==> src/logic/sac_pkg.sv <==
package sac_pkg;

  localparam logic [7:0] CTRL_RST  = 8'h00;
  localparam int         B_OSC_HI  = 7;
  localparam int         B_AOE     = 6;
  localparam int         CFG_HI    = 5;
  localparam int         CFG_LO    = 4;
  localparam int         B_OSC_LO  = 3;
  localparam int         B_AINC    = 2;
  localparam int         CH_HI     = 1;
  localparam int         CH_LO     = 0;

  localparam logic [6:0] ADDR_BASE = 7'h20;
  localparam logic [3:0] BITS_BYTE = 4'h8;
  localparam logic [1:0] IDX_CTRL  = 2'h0;
  localparam logic [1:0] IDX_DAC   = 2'h1;
  localparam logic [2:0] WARM_CYC  = 3'h7;
  localparam logic [4:0] PIN_RST   = 5'h18;

  // Strap tie codes
  localparam logic [1:0] TIE_VSS   = 2'h0;
  localparam logic [1:0] TIE_VDD   = 2'h1;
  localparam logic [1:0] TIE_SCL   = 2'h2;
  localparam logic [1:0] TIE_SDA   = 2'h3;

  // Tie triple {strap2,strap1,strap0} per address, address = ADDR_BASE + index
  localparam logic [5:0] STRAP_MAP [64] = '{
    6'h03, 6'h07, 6'h13, 6'h17, 6'h0C, 6'h0D, 6'h1C, 6'h1D,
    6'h30, 6'h31, 6'h34, 6'h35, 6'h0F, 6'h1F, 6'h33, 6'h37,
    6'h3C, 6'h3D, 6'h3F, 6'h2A, 6'h02, 6'h06, 6'h12, 6'h16,
    6'h08, 6'h09, 6'h18, 6'h19, 6'h20, 6'h21, 6'h24, 6'h25,
    6'h0A, 6'h1A, 6'h22, 6'h26, 6'h28, 6'h29, 6'h0B, 6'h1B,
    6'h00, 6'h01, 6'h04, 6'h05, 6'h10, 6'h11, 6'h14, 6'h15,
    6'h0E, 6'h1E, 6'h2C, 6'h2D, 6'h38, 6'h39, 6'h32, 6'h36,
    6'h23, 6'h27, 6'h3A, 6'h2E, 6'h2B, 6'h2F, 6'h3B, 6'h3E
  };

  typedef enum logic [2:0] {
    ST_IDLE, ST_ADDR, ST_ACK_A, ST_RX, ST_ACK_W, ST_TX, ST_ACK_R
  } sac_state_type;

endpackage

==> src/logic/sac_osc_if.sv <==
`timescale 1ns/1ps
interface sac_osc_if;
  logic run;
  logic half;
  logic obs_en;
  logic tick;
  logic obs;
  modport ctl (output run, output half, output obs_en, input tick, input obs);
  modport osc (input run, input half, input obs_en, output tick, output obs);
endinterface

==> src/logic/sac_top.sv <==
`timescale 1ns/1ps
// Operation
// First byte after start is address byte
// Address derived from three four-state straps
// Strap decode follows fixed address table
// Address LSB selects direction for transfer
// Second written byte loads control register
// Upper nibble config, lower nibble channel
// Auto-increment advances channel per conversion
// Master sets output enable with auto-increment
// Output enable keeps oscillator running
// Missing channel uses highest, wraps to zero
// Reset clears control, oscillator, output
// Master sets bits 7,3 only slow
// Bits 7 and 3 halve conversion clock
// Bit7 low, bit3 high shows osc/4
// Start runs oscillator, mismatch stops it; code keeps it running on a mismatch while output enable is set
// Stop halts oscillator unless output enabled
// Acknowledge each received byte when addressed
// Third written byte loads DAC data
// Field layout bit6 aoe, 5:4 cfg
// Compare seven address bits, ignore direction
module sac_top
  import sac_pkg::*;
#(
  parameter int OSC_DIV = 8
) (
  input  wire logic       clock,
  input  wire logic       rst_b,
  input  wire logic       scl_in,
  input  wire logic       sda_in,
  output logic            sda_out,
  output logic            sda_oe_b,
  input  wire logic       addr_strap_0,
  input  wire logic       addr_strap_1,
  input  wire logic       addr_strap_2,
  input  wire logic [7:0] adc_data,
  output logic [7:0]      function_control,
  output logic [7:0]      dac_data,
  output logic            dac_load,
  output logic            analog_output_pin_en,
  output logic [1:0]      adc_channel,
  output logic            conv_start,
  output logic            osc_run,
  output logic            conv_half_rate,
  output logic            osc_tick,
  output logic            osc_observe_pin
);

  logic          rst_meta_q;
  logic          rst_n;
  logic [4:0]    s1_q, s2_q, s3_q, filt_q, prev_q;
  logic [2:0]    warm_q;
  logic [2:0]    dscl_q, dsda_q;
  logic [6:0]    own_addr_q;
  sac_state_type state_q;
  logic [3:0]    bit_cnt_q;
  logic [7:0]    shift_q;
  logic          rd_q;
  logic [1:0]    idx_q;
  logic          sda_oe_b_q;
  logic [7:0]    ctrl_q;
  logic [1:0]    chan_q;
  logic [7:0]    dac_q;
  logic          dac_load_q, conv_q, run_q;
  logic          aoe_q, half_q, obs_en_q;
  logic          tick_q, obs_q;
  logic          scl_f, sda_f, scl_p, sda_p;
  logic          scl_rise, scl_fall, start_det, stop_det, stable;
  logic          byte_end, addr_hit, wr_byte;
  logic [5:0]    ties;

  sac_osc_if oif ();

  // Release of reset is synchronised; assertion stays asynchronous
  always_ff @(posedge clock or negedge rst_b) begin
    if (!rst_b) begin
      rst_meta_q <= 1'b0;
      rst_n      <= 1'b0;
    end else begin
      rst_meta_q <= 1'b1;
      rst_n      <= rst_meta_q;
    end
  end

  // Pin order {sda, scl, strap2, strap1, strap0}
  for (genvar i = 0; i < 5; i++) begin : g_pin
    always_ff @(posedge clock or negedge rst_n) begin
      if (!rst_n) begin
        s1_q[i]   <= PIN_RST[i];
        s2_q[i]   <= PIN_RST[i];
        s3_q[i]   <= PIN_RST[i];
        filt_q[i] <= PIN_RST[i];
      end else begin
        s1_q[i] <= i == 4 ? sda_in : i == 3 ? scl_in :
                   i == 2 ? addr_strap_2 : i == 1 ? addr_strap_1 : addr_strap_0;
        s2_q[i] <= s1_q[i];
        s3_q[i] <= s2_q[i];
        if (s2_q[i] == s3_q[i]) begin
          filt_q[i] <= s3_q[i];
        end
      end
    end
  end

  always_ff @(posedge clock or negedge rst_n) begin
    if (!rst_n) begin
      prev_q <= PIN_RST;
      warm_q <= 3'h0;
    end else begin
      prev_q <= filt_q;
      if (warm_q != WARM_CYC) begin
        warm_q <= warm_q + 3'h1;
      end
    end
  end

  assign scl_f     = filt_q[3];
  assign sda_f     = filt_q[4];
  assign scl_p     = prev_q[3];
  assign sda_p     = prev_q[4];
  assign scl_rise  = scl_f & ~scl_p;
  assign scl_fall  = ~scl_f & scl_p;
  assign start_det = scl_f & scl_p & ~sda_f & sda_p;
  assign stop_det  = scl_f & scl_p & sda_f & ~sda_p;
  // Skew between synchronisers could fake a mismatch; only judge settled pins
  assign stable    = (filt_q == prev_q) && (warm_q == WARM_CYC);

  function automatic logic [1:0] tie_of(input logic ds, input logic dd, input logic lvl);
    if (ds && dd) begin
      tie_of = lvl ? TIE_VDD : TIE_VSS;
    end else if (dd) begin
      tie_of = TIE_SCL;
    end else if (ds) begin
      tie_of = TIE_SDA;
    end else begin
      tie_of = TIE_VDD;
    end
  endfunction

  function automatic logic [6:0] addr_of(input logic [5:0] t);
    addr_of = ADDR_BASE;
    for (int k = 0; k < 64; k++) begin
      if (STRAP_MAP[k] == t) begin
        addr_of = ADDR_BASE + 7'(k);
      end
    end
  endfunction

  // Sticky "seen differing from SCL/SDA" per strap
  for (genvar j = 0; j < 3; j++) begin : g_strap
    always_ff @(posedge clock or negedge rst_n) begin
      if (!rst_n) begin
        dscl_q[j] <= 1'b0;
        dsda_q[j] <= 1'b0;
      end else if (stable) begin
        dscl_q[j] <= dscl_q[j] | (filt_q[j] != scl_f);
        dsda_q[j] <= dsda_q[j] | (filt_q[j] != sda_f);
      end
    end
    assign ties[2*j+1:2*j] = tie_of(dscl_q[j], dsda_q[j], filt_q[j]);
  end

  // Every tie is resolved by the first SCL fall after a start
  always_ff @(posedge clock or negedge rst_n) begin
    if (!rst_n) begin
      own_addr_q <= ADDR_BASE;
    end else begin
      own_addr_q <= addr_of(ties);
    end
  end

  assign byte_end = scl_fall && (bit_cnt_q == BITS_BYTE);
  assign addr_hit = shift_q[7:1] == own_addr_q;
  assign wr_byte  = byte_end && (state_q == ST_RX);

  always_ff @(posedge clock or negedge rst_n) begin
    if (!rst_n) begin
      state_q    <= ST_IDLE;
      bit_cnt_q  <= 4'h0;
      shift_q    <= 8'h00;
      rd_q       <= 1'b0;
      sda_oe_b_q <= 1'b1;
    end else if (start_det) begin
      state_q    <= ST_ADDR;
      bit_cnt_q  <= 4'h0;
      sda_oe_b_q <= 1'b1;
    end else if (stop_det) begin
      state_q    <= ST_IDLE;
      sda_oe_b_q <= 1'b1;
    end else begin
      unique case (state_q)
        ST_IDLE: begin
          sda_oe_b_q <= 1'b1;
        end
        ST_ADDR, ST_RX: begin
          if (scl_rise) begin
            shift_q   <= {shift_q[6:0], sda_f};
            bit_cnt_q <= bit_cnt_q + 4'h1;
          end
          if (byte_end) begin
            if (state_q == ST_RX || addr_hit) begin
              state_q    <= state_q == ST_RX ? ST_ACK_W : ST_ACK_A;
              sda_oe_b_q <= 1'b0;
            end else begin
              state_q <= ST_IDLE;
            end
            if (state_q == ST_ADDR) begin
              rd_q <= shift_q[0];
            end
          end
        end
        ST_ACK_A, ST_ACK_W: begin
          if (scl_fall) begin
            bit_cnt_q <= rd_q ? 4'h1 : 4'h0;
            if (rd_q) begin
              state_q    <= ST_TX;
              shift_q    <= {adc_data[6:0], 1'b0};
              sda_oe_b_q <= adc_data[7];
            end else begin
              state_q    <= ST_RX;
              sda_oe_b_q <= 1'b1;
            end
          end
        end
        ST_TX: begin
          if (scl_fall) begin
            if (bit_cnt_q == BITS_BYTE) begin
              state_q    <= ST_ACK_R;
              sda_oe_b_q <= 1'b1;
            end else begin
              sda_oe_b_q <= shift_q[7];
              shift_q    <= {shift_q[6:0], 1'b0};
              bit_cnt_q  <= bit_cnt_q + 4'h1;
            end
          end
        end
        ST_ACK_R: begin
          if (scl_rise && sda_f) begin
            state_q <= ST_IDLE;
          end else if (scl_fall) begin
            state_q    <= ST_TX;
            shift_q    <= {adc_data[6:0], 1'b0};
            sda_oe_b_q <= adc_data[7];
            bit_cnt_q  <= 4'h1;
          end
        end
      endcase
    end
  end

  // Conversion triggered at trailing edge of each read acknowledge
  always_ff @(posedge clock or negedge rst_n) begin
    if (!rst_n) begin
      conv_q <= 1'b0;
    end else begin
      conv_q <= scl_fall && ((state_q == ST_ACK_A && rd_q) || state_q == ST_ACK_R);
    end
  end

  always_ff @(posedge clock or negedge rst_n) begin
    if (!rst_n) begin
      idx_q <= IDX_CTRL;
    end else if (byte_end && state_q == ST_ADDR) begin
      idx_q <= IDX_CTRL;
    end else if (wr_byte && idx_q != IDX_DAC) begin
      idx_q <= idx_q + 2'h1;
    end
  end

  always_ff @(posedge clock or negedge rst_n) begin
    if (!rst_n) begin
      ctrl_q <= CTRL_RST;
    end else if (wr_byte && idx_q == IDX_CTRL) begin
      ctrl_q <= shift_q;
    end
  end

  always_ff @(posedge clock or negedge rst_n) begin
    if (!rst_n) begin
      dac_q      <= 8'h00;
      dac_load_q <= 1'b0;
    end else begin
      dac_load_q <= wr_byte && idx_q == IDX_DAC;
      if (wr_byte && idx_q == IDX_DAC) begin
        dac_q <= shift_q;
      end
    end
  end

  function automatic logic [1:0] top_ch(input logic [1:0] cfg);
    unique case (cfg)
      2'h0: top_ch = 2'h3;
      2'h1: top_ch = 2'h2;
      2'h2: top_ch = 2'h2;
      2'h3: top_ch = 2'h1;
    endcase
  endfunction

  always_ff @(posedge clock or negedge rst_n) begin
    if (!rst_n) begin
      chan_q <= 2'h0;
    end else if (wr_byte && idx_q == IDX_CTRL) begin
      chan_q <= shift_q[CH_HI:CH_LO] > top_ch(shift_q[CFG_HI:CFG_LO]) ?
                top_ch(shift_q[CFG_HI:CFG_LO]) : shift_q[CH_HI:CH_LO];
    end else if (conv_q && ctrl_q[B_AINC]) begin
      chan_q <= chan_q == top_ch(ctrl_q[CFG_HI:CFG_LO]) ? 2'h0 : chan_q + 2'h1;
    end
  end

  // Output enable also pins the oscillator on, avoiding start-up delay
  always_ff @(posedge clock or negedge rst_n) begin
    if (!rst_n) begin
      run_q <= 1'b0;
    end else if (start_det) begin
      run_q <= 1'b1;
    end else if (stop_det) begin
      run_q <= ctrl_q[B_AOE];
    end else if (byte_end && state_q == ST_ADDR && !addr_hit) begin
      run_q <= ctrl_q[B_AOE];
    end else if (ctrl_q[B_AOE]) begin
      run_q <= 1'b1;
    end
  end

  always_ff @(posedge clock or negedge rst_n) begin
    if (!rst_n) begin
      aoe_q    <= 1'b0;
      half_q   <= 1'b0;
      obs_en_q <= 1'b0;
    end else begin
      aoe_q    <= ctrl_q[B_AOE];
      half_q   <= ctrl_q[B_OSC_HI] & ctrl_q[B_OSC_LO];
      obs_en_q <= ~ctrl_q[B_OSC_HI] & ctrl_q[B_OSC_LO];
    end
  end

  assign oif.run    = run_q;
  assign oif.half   = half_q;
  assign oif.obs_en = obs_en_q;
  assign tick_q     = oif.tick;
  assign obs_q      = oif.obs;

  sac_osc #(.OSC_DIV(OSC_DIV)) u_osc (
    .clock (clock),
    .rst_n (rst_n),
    .oif   (oif.osc)
  );

  assign sda_out              = 1'b0;
  assign sda_oe_b             = sda_oe_b_q;
  assign function_control     = ctrl_q;
  assign dac_data             = dac_q;
  assign dac_load             = dac_load_q;
  assign analog_output_pin_en = aoe_q;
  assign adc_channel          = chan_q;
  assign conv_start           = conv_q;
  assign osc_run              = run_q;
  assign conv_half_rate       = half_q;
  assign osc_tick             = tick_q;
  assign osc_observe_pin      = obs_q;
endmodule

==> src/logic/sac_osc.sv <==
`timescale 1ns/1ps
module sac_osc
  import sac_pkg::*;
#(
  parameter int OSC_DIV = 8
) (
  input  wire logic clock,
  input  wire logic rst_n,
  sac_osc_if.osc    oif
);

  localparam int CW = $clog2(2 * OSC_DIV);
  localparam logic [CW-1:0] LIM_FULL = CW'(OSC_DIV - 1);
  localparam logic [CW-1:0] LIM_HALF = CW'(2 * OSC_DIV - 1);

  logic [CW-1:0] cnt_q;
  logic [1:0]    div4_q;
  logic          tick_q;
  logic          obs_q;
  logic [CW-1:0] lim;

  assign lim = oif.half ? LIM_HALF : LIM_FULL;

  always_ff @(posedge clock or negedge rst_n) begin
    if (!rst_n) begin
      cnt_q  <= '0;
      tick_q <= 1'b0;
      div4_q <= 2'h0;
    end else if (!oif.run) begin
      cnt_q  <= '0;
      tick_q <= 1'b0;
    end else begin
      tick_q <= (cnt_q == lim);
      cnt_q  <= (cnt_q == lim) ? '0 : cnt_q + 1'b1;
      if (cnt_q == lim) begin
        div4_q <= div4_q + 2'h1;
      end
    end
  end

  // Observe pin idles low unless enabled
  always_ff @(posedge clock or negedge rst_n) begin
    if (!rst_n) begin
      obs_q <= 1'b0;
    end else begin
      obs_q <= oif.obs_en & div4_q[1];
    end
  end

  assign oif.tick = tick_q;
  assign oif.obs  = obs_q;
endmodule

==> config.mk <==
export PLATFORM = sky130hd
export DESIGN_NAME = sac_top
export DESIGN_NICKNAME = d
export VERILOG_FILES = /design/src/logic/sac_pkg.sv /design/src/logic/sac_osc_if.sv /design/src/logic/sac_top.sv /design/src/logic/sac_osc.sv
export SDC_FILE = /design/constraint.sdc
export NUM_CORES = 1
export LEC_CHECK = 0
export ABC_AREA = 1
export BUFFER_PORTS_ARGS = -buffer_cell sky130_fd_sc_hd__buf_4
export CORE_UTILIZATION = 40
export CTS_CLUSTER_DIAMETER = 30
export DETAILED_ROUTE_END_ITERATION = 10
export PLACE_DENSITY = 0.68
export RECOVER_POWER = 100
export SLEW_MARGIN = 15
export SYNTH_ARGS = -nofsm -noshare
export SYNTH_HDL_FRONTEND = slang
export SYNTH_SLANG_ARGS = --single-unit
==> constraint.sdc <==
create_clock -name clock -period 7.75 [get_ports clock]
set_input_delay 1.55 -clock clock [delete_from_list [all_inputs] [get_ports clock]]
set_output_delay 1.55 -clock clock [all_outputs]
set_load 0.03 [all_outputs]
==> results.toml, run 1 <==
[status]
outcome = "finished with violations"
violations = "DRC, capacitance limit, slew limit"

[global_route]
grt-ovfl-total = 0
grt_pass1_wl_um = 17300
grt_max_degree = 56
grt_pass1_vias = 3634
track_usage = 0.173
antenna_found_initial = 0

[critical_path]
crit_type = "register to asynchronous set/reset pin"
r2r_start = "rst_n"
worstPathArrival_ns = 3.76
critPathLaunchType = "register"
worst_path_largest_cell_delay_ns = 2.08
reg2reg_depth = 1
cp_cell_sequence = "clkbuf_1"
crit_path_end_kind = "asynchronous set/reset pin"
crit_cells = 1
rr_endpoint = "dscl_q[2]"
crit_family = "buffers and inverters"
path_buf_inv = 1
critPathLaunch = "rst_n"
cp_max_fo = 55
ff2ff_setup_slack_ns = 3.81
crit_slowest_cell = "clkbuf_1"
crit_end = "dscl_q[2]"
crit_required_ns = 7.58

[cts]
cts_setup_buffers = 0
clk_pin_slew_ns = 0.07
cts_root_buf = "clkbuf_16"
insertion_delay_ns = 0.34
cts.sinks = 94
cts_max_path_buffers = 2
cts_resized = 0
tritoncts = "done"
htreeDepth = 3
numCtsBuffers = 9
holdBufCountCts = 0

[placement]
port_buffers = 40
placed_area_mm2 = 0.00522
place.gp.congestion = 0.940
hpwl_um = 7530
pre_cts_ws_ns = 5.12

[sta]
setup_viol = 0
maxSlewHeadroom = -0.891
clock_skew_ns = 0.0100
fin_crit_ns = 3.94
post-route-period-util = 0.508
tightestPinTransition_ns = 2.84
fin_ws_ns = 3.81
finalHoldViolations = 0
tns_ns = 0
fmax_mhz = 254
slew_violations = 56
rsz0062_at_grt = "false"
holdWs_ns = 0.350

[floorplan]
die_area_mm2 = 0.0124
initial_core_util = 0.415
core_mm2 = 0.0116
die_w_um = 112
rows = 39
die_h_um = 112
ios = 42

[logic_synthesis]
synth_edf_count = 0
syn_area_per_cell_um2 = 8.80
synthFlopType = "dfrtp_1"
synth-warning-count = 0
synth_area_leader_cell = "dfrtp_1"
netlist_area_mm2 = 0.00480
synthCells = 545
synth_nets = 578
yosysSeqAreaShare = 0.493
synth_top_cells_by_count = "115 x nand2_1, 82 x dfrtp_1, 59 x inv_1, 49 x nor2_1, 37 x o21ai_0"
synth_area_leaders = "dfrtp_1 43%, nand2_1 9.0%, dfstp_2 6.6%"
synth_top_area_share = 0.428
synth_most_common_cell = "nand2_1"
ys_seq_elements = 94
synth.distinct_cells = 51
async_reset_ff_frac = 1.00

[route]
drtIter0Drc = 283
vias = 3809
dr.pass1.iters = 8
post_drt_wl_per_cell_um = 13.9
routed_wl_um = 10200
viasPerCell = 5.20
drc = 8
antenna_left = 0

[final_layout]
layout-drive-gt1-share = 0.112
nNetsFinal = 617
finalInstanceArea_mm2 = 0.00540
area_growth_pct = 12.6
fill_cells = 1146
diodes = 0

[power]
ir_worst_vdd_uv = 190
leakagePower_nw = 2.48
power_density_mw_per_mm2 = 420

[job]
maxCapViolations = 1

[worst_hold_path]
hold_path_class = "register to register"
==> stage by stage <==
step            util  instances  power (mW)
3_3_place_gp   0.451        716        1.85
4_1_cts        0.477        732        2.31
2_1_floorplan      -        545        1.60
5_1_grt        0.467        732        2.46
6_report       0.467        732        2.27
3_5_place_dp   0.451        716        1.86
==> power breakdown <==
| part | switching [mW] | total (mW) | leakage (nW) | internal [mW] |
|---|---|---|---|---|
| combinational | 0.753 | 1.13 | 1.28 | 0.375 |
| sequential | 0.0878 | 0.702 | 1.06 | 0.614 |
| clock | 0.187 | 0.440 | 0.141 | 0.253 |
==> state kept, by name (all words and copies together), names as in the netlist, 5 cells and up <==
signal	count
shift_q	8
prev_q	5
own_addr_q	7
s3_q	5
s2_q	5
s1_q	5
function_control	8
dac_data	8
==> cells in the final DEF (no fill, tap or decap), types with 2 or more instances in the layout <==
cell / instances
a221oi_1: 2
nand2_1: 115
inv_2: 9
dfstp_1: 3
o2111ai_1: 2
ha_1: 18
o21bai_1: 7
clkinvlp_4: 2
clkbuf_4: 5
xnor2_1: 17
dfrtp_1: 82
clkinv_1: 2
o211ai_1: 13
xor2_1: 4
nor2_2: 3
nand2_2: 6
o21ai_0: 44
nor2_1: 49
o21ai_1: 2
nor3b_1: 2
nand3_1: 16
nand4_1: 13
clkbuf_1: 29
conb_1: 2
a21oi_1: 6
dfstp_2: 9
o22ai_1: 2
buf_4: 8
nor4_1: 2
inv_1: 61
nand2_4: 2
clkbuf_16: 9
maj3_1: 5
nor3_1: 13
a2111oi_0: 4
==> layer usage <==
| layer | wire length [µm] | GRT usage |
|---|---|---|
| met1 | 4600 | 0.221 |
| met2 | 4990 | 0.287 |
| met3 | 465 | 0.0392 |
| met4 | 121 | 0.0658 |
| met5 | 0 | 0 |
==> layout make-up <==
| cell class | instances | area (µm²) | share of cell area |
|---|---|---|---|
| multi-input combinational | 366 | 2080 | 0.386 |
| inverter | 72 | 270 | 0.0500 |
| clock buffer | 10 | 229 | 0.0424 |
| tap | 143 | 179 | 0.0331 |
| clock inverter | 6 | 70.1 | 0.0130 |
| timing repair buffer | 41 | 203 | 0.0375 |
| sequential | 94 | 2370 | 0.438 |
==> cells by family after synthesis <==
group | after synthesis | synth area share
simple gates | 228 | 0.210
flops | 94 | 0.493
compound gates | 92 | 0.128
buf+inv | 85 | 0.0709
fa+ha+maj | 23 | 0.0574
xor+xnor | 21 | 0.0383
other cells | 2 | 0.00157
==> worst min path at each step <==
| stage | start | to | slack, ns | cells after the start |
|---|---|---|---|---|
| 3_5_place_dp | rst_n | bit_cnt_q[1] | 0.30 | 0 |
| 3_3_place_gp | rst_n | bit_cnt_q[0] | 0.29 | 0 |
| 4_1_cts | rst_n | bit_cnt_q[0] | 0.32 | 0 |
| 5_1_grt | s1_q[2] | s2_q[2] | 0.36 | 0 |
| 6_report | rst_meta_q | rst_n | 0.35 | 0 |
| 2_1_floorplan | rst_meta_q | rst_n | 0.33 | 0 |
Note: power is estimated with default switching activity, not from simulation.
==> run 2, diff against run 1 <==
Clock period 7.75 ns to 4 ns, I/O delays scaled along.
==> results.toml, run 2 (same netlist as run 1, synthesis figures left out) <==
[status]
outcome = "finished with violations"
violations = "DRC, capacitance limit, slew limit"

[global_route]
antenna_found_initial = 0
grt.met1_usage = 0.233
track_usage = 0.177
grt_pass1_wl_um = 17700
grt_util_met3 = 0.0332
globalRouteMet2Util = 0.286
grt_max_degree = 60
grt_pass1_vias = 3749
grt-ovfl-total = 0
busiest_layer = "met2"

[floorplan]
rows = 39
ios = 42
die_h_um = 112
die_w_um = 112
core_mm2 = 0.0116
die_area_mm2 = 0.0124
initial_core_util = 0.415

[route]
drtIter0Drc = 272
post_drt_wl_per_cell_um = 13.8
routed_wl_um = 10100
dr.pass1.iters = 8
antenna_left = 0
vias = 3730
drc = 8
viasPerCell = 5.10

[critical_path]
r2r_start = "sda_f"
ff2ff_setup_slack_ns = 1.07
crit_path_end_kind = "register"
reg2reg_depth = 6
crit_required_ns = 4.27
cp_cell_sequence = "inv_1, nand3_1, nand3_1, a2111oi_2, o211ai_1, o21ai_0"
crit_end = "shift_q[4]"
rr_endpoint = "shift_q[4]"
worst_path_largest_cell_delay_ns = 1.12
critPathLaunchType = "register"
cp_max_fo = 16
crit_top_cell = "nand3_1"
crit_type = "register to register"
crit_slowest_cell = "a2111oi_2"
critPathLaunch = "sda_f"
worstPathArrival_ns = 3.19

[job]
maxCapViolations = 1

[sta]
finalHoldViolations = 0
rsz0062_at_grt = "false"
slew_violations = 60
clock_skew_ns = 0.00888
tightestPinTransition_ns = 2.25
post-route-period-util = 0.732
tns_ns = 0
setup_viol = 0
fmax_mhz = 342
fin_crit_ns = 2.93
fin_ws_ns = 1.07
maxSlewHeadroom = -0.500

[power]
p_sw_frac = 0.450
p_switching_mw = 1.96
power_frac_seq = 0.312
pwr-share-comb = 0.494
p_clk_frac = 0.194
internal-power_mw = 2.40
leakagePower_nw = 2.49
ir_worst_vdd_uv = 309
power_density_mw_per_mm2 = 809

[final_layout]
nNetsFinal = 617
fill_cells = 1140
diodes = 0
layout-drive-gt1-share = 0.112
multi_input_area_mm2 = 0.00207
area_growth_pct = 12.4
mostFrequentLayoutCell = "nand2_1"
seqCellArea_mm2 = 0.00237
finalInstanceArea_mm2 = 0.00539
layout.cells.most_common_list = "115 x nand2_1, 82 x dfrtp_1, 61 x inv_1"

[cts]
clk_pin_slew_ns = 0.07
holdBufCountCts = 0
htreeDepth = 3
tritoncts = "done"
cts.sinks = 94
cts_max_path_buffers = 2
cts_setup_buffers = 0
numCtsBuffers = 9
cts_resized = 0
insertion_delay_ns = 0.34
cts_root_buf = "clkbuf_16"

[placement]
port_buffers = 40
pre_cts_ws_ns = 1.39
hpwl_um = 7570
place.gp.congestion = 0.950
placed_area_mm2 = 0.00522

[worst_hold_path]
hold_path_class = "input pin to asynchronous set/reset pin"
-- run 2: changes by cell type in the layout (fill, tap and decap cells not counted) --
cell	before	now
clkinv_4	0	3
clkinvlp_4	2	0
a2111oi_2	0	1
a2111oi_4	1	0
clkbuf_1	29	28
clkbuf_2	0	1
dfstp_1	3	4
dfstp_2	9	8
inv_8	1	0
-- run 2: final cells by class --
cell class	count	area share
Clock buffer	10	0.0425
Tap cell	143	0.0332
Multi-Input combinational cell	366	0.384
Clock inverter	6	0.0130
Inverter	72	0.0501
Sequential cell	94	0.439
Timing Repair Buffer	41	0.0378
-- run 2: routing by layer --
layer	wire length, µm	vias up
met5	0	-
li1	-	1871
met1	4660	1738
met3	476	17
met2	4770	104
met4	206	0
-- run 2: critical path: cells and delay by family, from the launching register on --
family | cells | cell delay (ns)
AOI/OAI and AO/OA | 3 | 1.48
DFF | 1 | 0.73
buffers and inverters | 1 | 0.16
and+or+nand+nor | 2 | 0.47
-- run 2: power by group through the flow --
| stage | Combinational, mW | Clock, mW | Sequential (mW) |
|---|---|---|---|
| final | 2.15 | 0.847 | 1.36 |
| after global routing | 2.46 | 0.911 | 1.39 |
| after CTS | 2.22 | 0.874 | 1.37 |
| after detailed placement | 2.21 | 0 | 1.38 |
| after global placement | 2.20 | 0 | 1.37 |
| after floorplan | 1.71 | 0 | 1.40 |
-- run 2: metrics by stage --
step	utilization	power, mW	std cells	hold slack, ns
2_1_floorplan	-	3.10	545	0.331
3_3_place_gp	0.451	3.57	716	0.335
3_5_place_dp	0.451	3.59	716	0.337
4_1_cts	0.477	4.46	732	0.210
5_1_grt	0.466	4.76	732	0.229
6_report	0.466	4.36	732	0.227
-- run 2: worst min-delay path by stage --
stage,startpoint,end,slack (ns),cells past startpoint
after global routing,rst_b,rst_meta_q,0.23,1
after CTS,rst_b,rst_n,0.21,1
after global placement,s1_q[1],s2_q[1],0.34,0
after floorplan,rst_meta_q,rst_n,0.33,0
final,rst_b,rst_n,0.23,1
after detailed placement,s1_q[1],s2_q[1],0.34,0
==> run 3, diff against run 2 <==
Settings changed: PLACE_DENSITY 0.68 to 0.7.
Clock period 4 ns to 2.54 ns, I/O delays scaled along.
==> results.toml, run 3 (same netlist as run 1, synthesis figures left out) <==
[worst_hold_path]
hold_path_depth = 1
hold_path_class = "input pin to register"

[critical_path]
cp_max_fo = 8
crit_type = "register to register"
critPathLaunchType = "register"
crit_family = "compound AO/OA/AOI/OAI gates"
crit_top_cell = "inv_1"
worstPathArrival_ns = 2.60
crit_path_end_kind = "register"
reg2reg_depth = 8
worst_path_largest_cell_delay_ns = 0.72
crit_required_ns = 2.75
crit_slowest_cell = "dfstp_1"
cp_cell_sequence = "inv_1, ha_1, inv_1, nor2_1, o311ai_0, a21oi_1, o211ai_1, o21ai_0"
path_buf_inv = 2
crit_cells = 8

[cts]
cts.sinks = 94
numCtsBuffers = 9
htreeDepth = 3
clk_pin_slew_ns = 0.07
tritoncts = "done"
cts_max_path_buffers = 2
cts_root_buf = "clkbuf_16"
insertion_delay_ns = 0.34

[status]
outcome = "finished with violations"
violations = "DRC, capacitance limit, slew limit"

[final_layout]
layout.cells.most_common_list = "114 x nand2_1, 81 x dfrtp_1, 61 x inv_1"
layout-drive-gt1-share = 0.140
nNetsFinal = 635
fill_cells = 1130
seqCellArea_mm2 = 0.00237
mostFrequentLayoutCell = "nand2_1"
multi_input_area_mm2 = 0.00213
area_growth_pct = 16.1
diodes = 0

[sta]
post-route-period-util = 0.939
slew_violations = 41
clock_skew_ns = 0.00984
finalHoldViolations = 0
tightestPinTransition_ns = 1.59
fin_crit_ns = 2.39
rsz0062_at_grt = "true"
holdWs_ns = 0.278
fmax_mhz = 419
setup_viol = 0
maxSlewHeadroom = -0.0608

[route]
vias = 3860
antenna_left = 0
drc = 7
viasPerCell = 5.15
drtIter0Drc = 288
routed_wl_um = 10600
dr.pass1.iters = 9
post_drt_wl_per_cell_um = 14.1

[global_route]
antenna_found_initial = 0
grt-ovfl-total = 0
grt_pass1_wl_um = 18300
track_usage = 0.183
grt_max_degree = 53
grt_pass1_vias = 3980

[power]
p_clk_frac = 0.174
pwr-share-comb = 0.529
power_density_mw_per_mm2 = 1300
power_frac_seq = 0.297
ir_worst_vdd_uv = 609
internal-power_mw = 3.95
p_switching_mw = 3.27
leakagePower_nw = 2.56
total_power_mw = 7.22
p_sw_frac = 0.453

[floorplan]
core_mm2 = 0.0116
die_h_um = 112
die_area_mm2 = 0.0124
die_w_um = 112
ios = 42
rows = 39
initial_core_util = 0.415

[job]
maxCapViolations = 1

[placement]
place.gp.congestion = 0.939
port_buffers = 40
hpwl_um = 7930
## run 3: power groups by stage
stage	Combinational [mW]	Clock [mW]	Sequential, mW
finish	3.82	1.26	2.15
CTS	3.72	1.31	2.13
global route	4.28	1.36	2.19
detailed placement	3.70	0	2.16
floorplan	2.69	0	2.20
global placement	3.67	0	2.14
## run 3: path summary, 6_finish.rpt
path	start	endpoint	slack, ns
hold / removal	scl_in	s1_q[3]	0.28
setup / recovery	scl_f	state_q[1]	0.15
min in group asynchronous	rst_b	rst_n	0.47
setup reg to reg	scl_f	state_q[1]	0.15
max in group asynchronous	rst_n	dsda_q[1]	0.81
hold reg to reg	s1_q[2]	s2_q[2]	0.35
## run 3: per-stage QoR
stage | setup WS, ns | cells | instance area, µm² | utilization | setup TNS, ns
6_report | 0.155 | 750 | 5570 | 0.482 | 0
3_5_place_dp | 0.119 | 733 | 5360 | 0.463 | 0
5_1_grt | -0.111 | 750 | 5570 | 0.482 | -0.267
3_3_place_gp | 0.0677 | 733 | 5360 | 0.463 | 0
4_1_cts | 0.103 | 750 | 5650 | 0.489 | 0
2_1_floorplan | 0.373 | 545 | 4800 | - | 0
## run 3: metal layers
metal / GRT usage / up-vias / part of all wire
li1: - / 1902 / -
met1: 0.225 / 1817 / 0.44
met2: 0.310 / 117 / 0.49
met3: 0.0408 / 24 / 0.054
met4: 0.0820 / 0 / 0.021
met5: 0 / - / 0
## run 3: repair_timing
action / in CTS / in global routing
hold buffers: 1 / 0
hold endpoints to repair: 2 / 0
setup endpoints to repair: 0 / 2
gates resized for setup: 0 / 10
buffers inserted: 0 / 0
## run 3: cell type report
type / instances / share of cell area
flip-flops and latches: 94 / 0.425
multi-input cells: 366 / 0.383
repair buffers: 59 / 0.0604
clock inverters: 6 / 0.00943
well taps: 143 / 0.0321
inverters: 72 / 0.0485
clock buffers: 10 / 0.0411
## run 3: worst register-to-register path: cells and delay by family, from the launching register on
| kind | cells | cell delay (ns) |
|---|---|---|
| AOI/OAI and AO/OA | 4 | 0.92 |
| and+or+nand+nor | 1 | 0.15 |
| buffers and inverters | 2 | 0.26 |
| adders and majority gates | 1 | 0.21 |
| DFF | 1 | 0.72 |
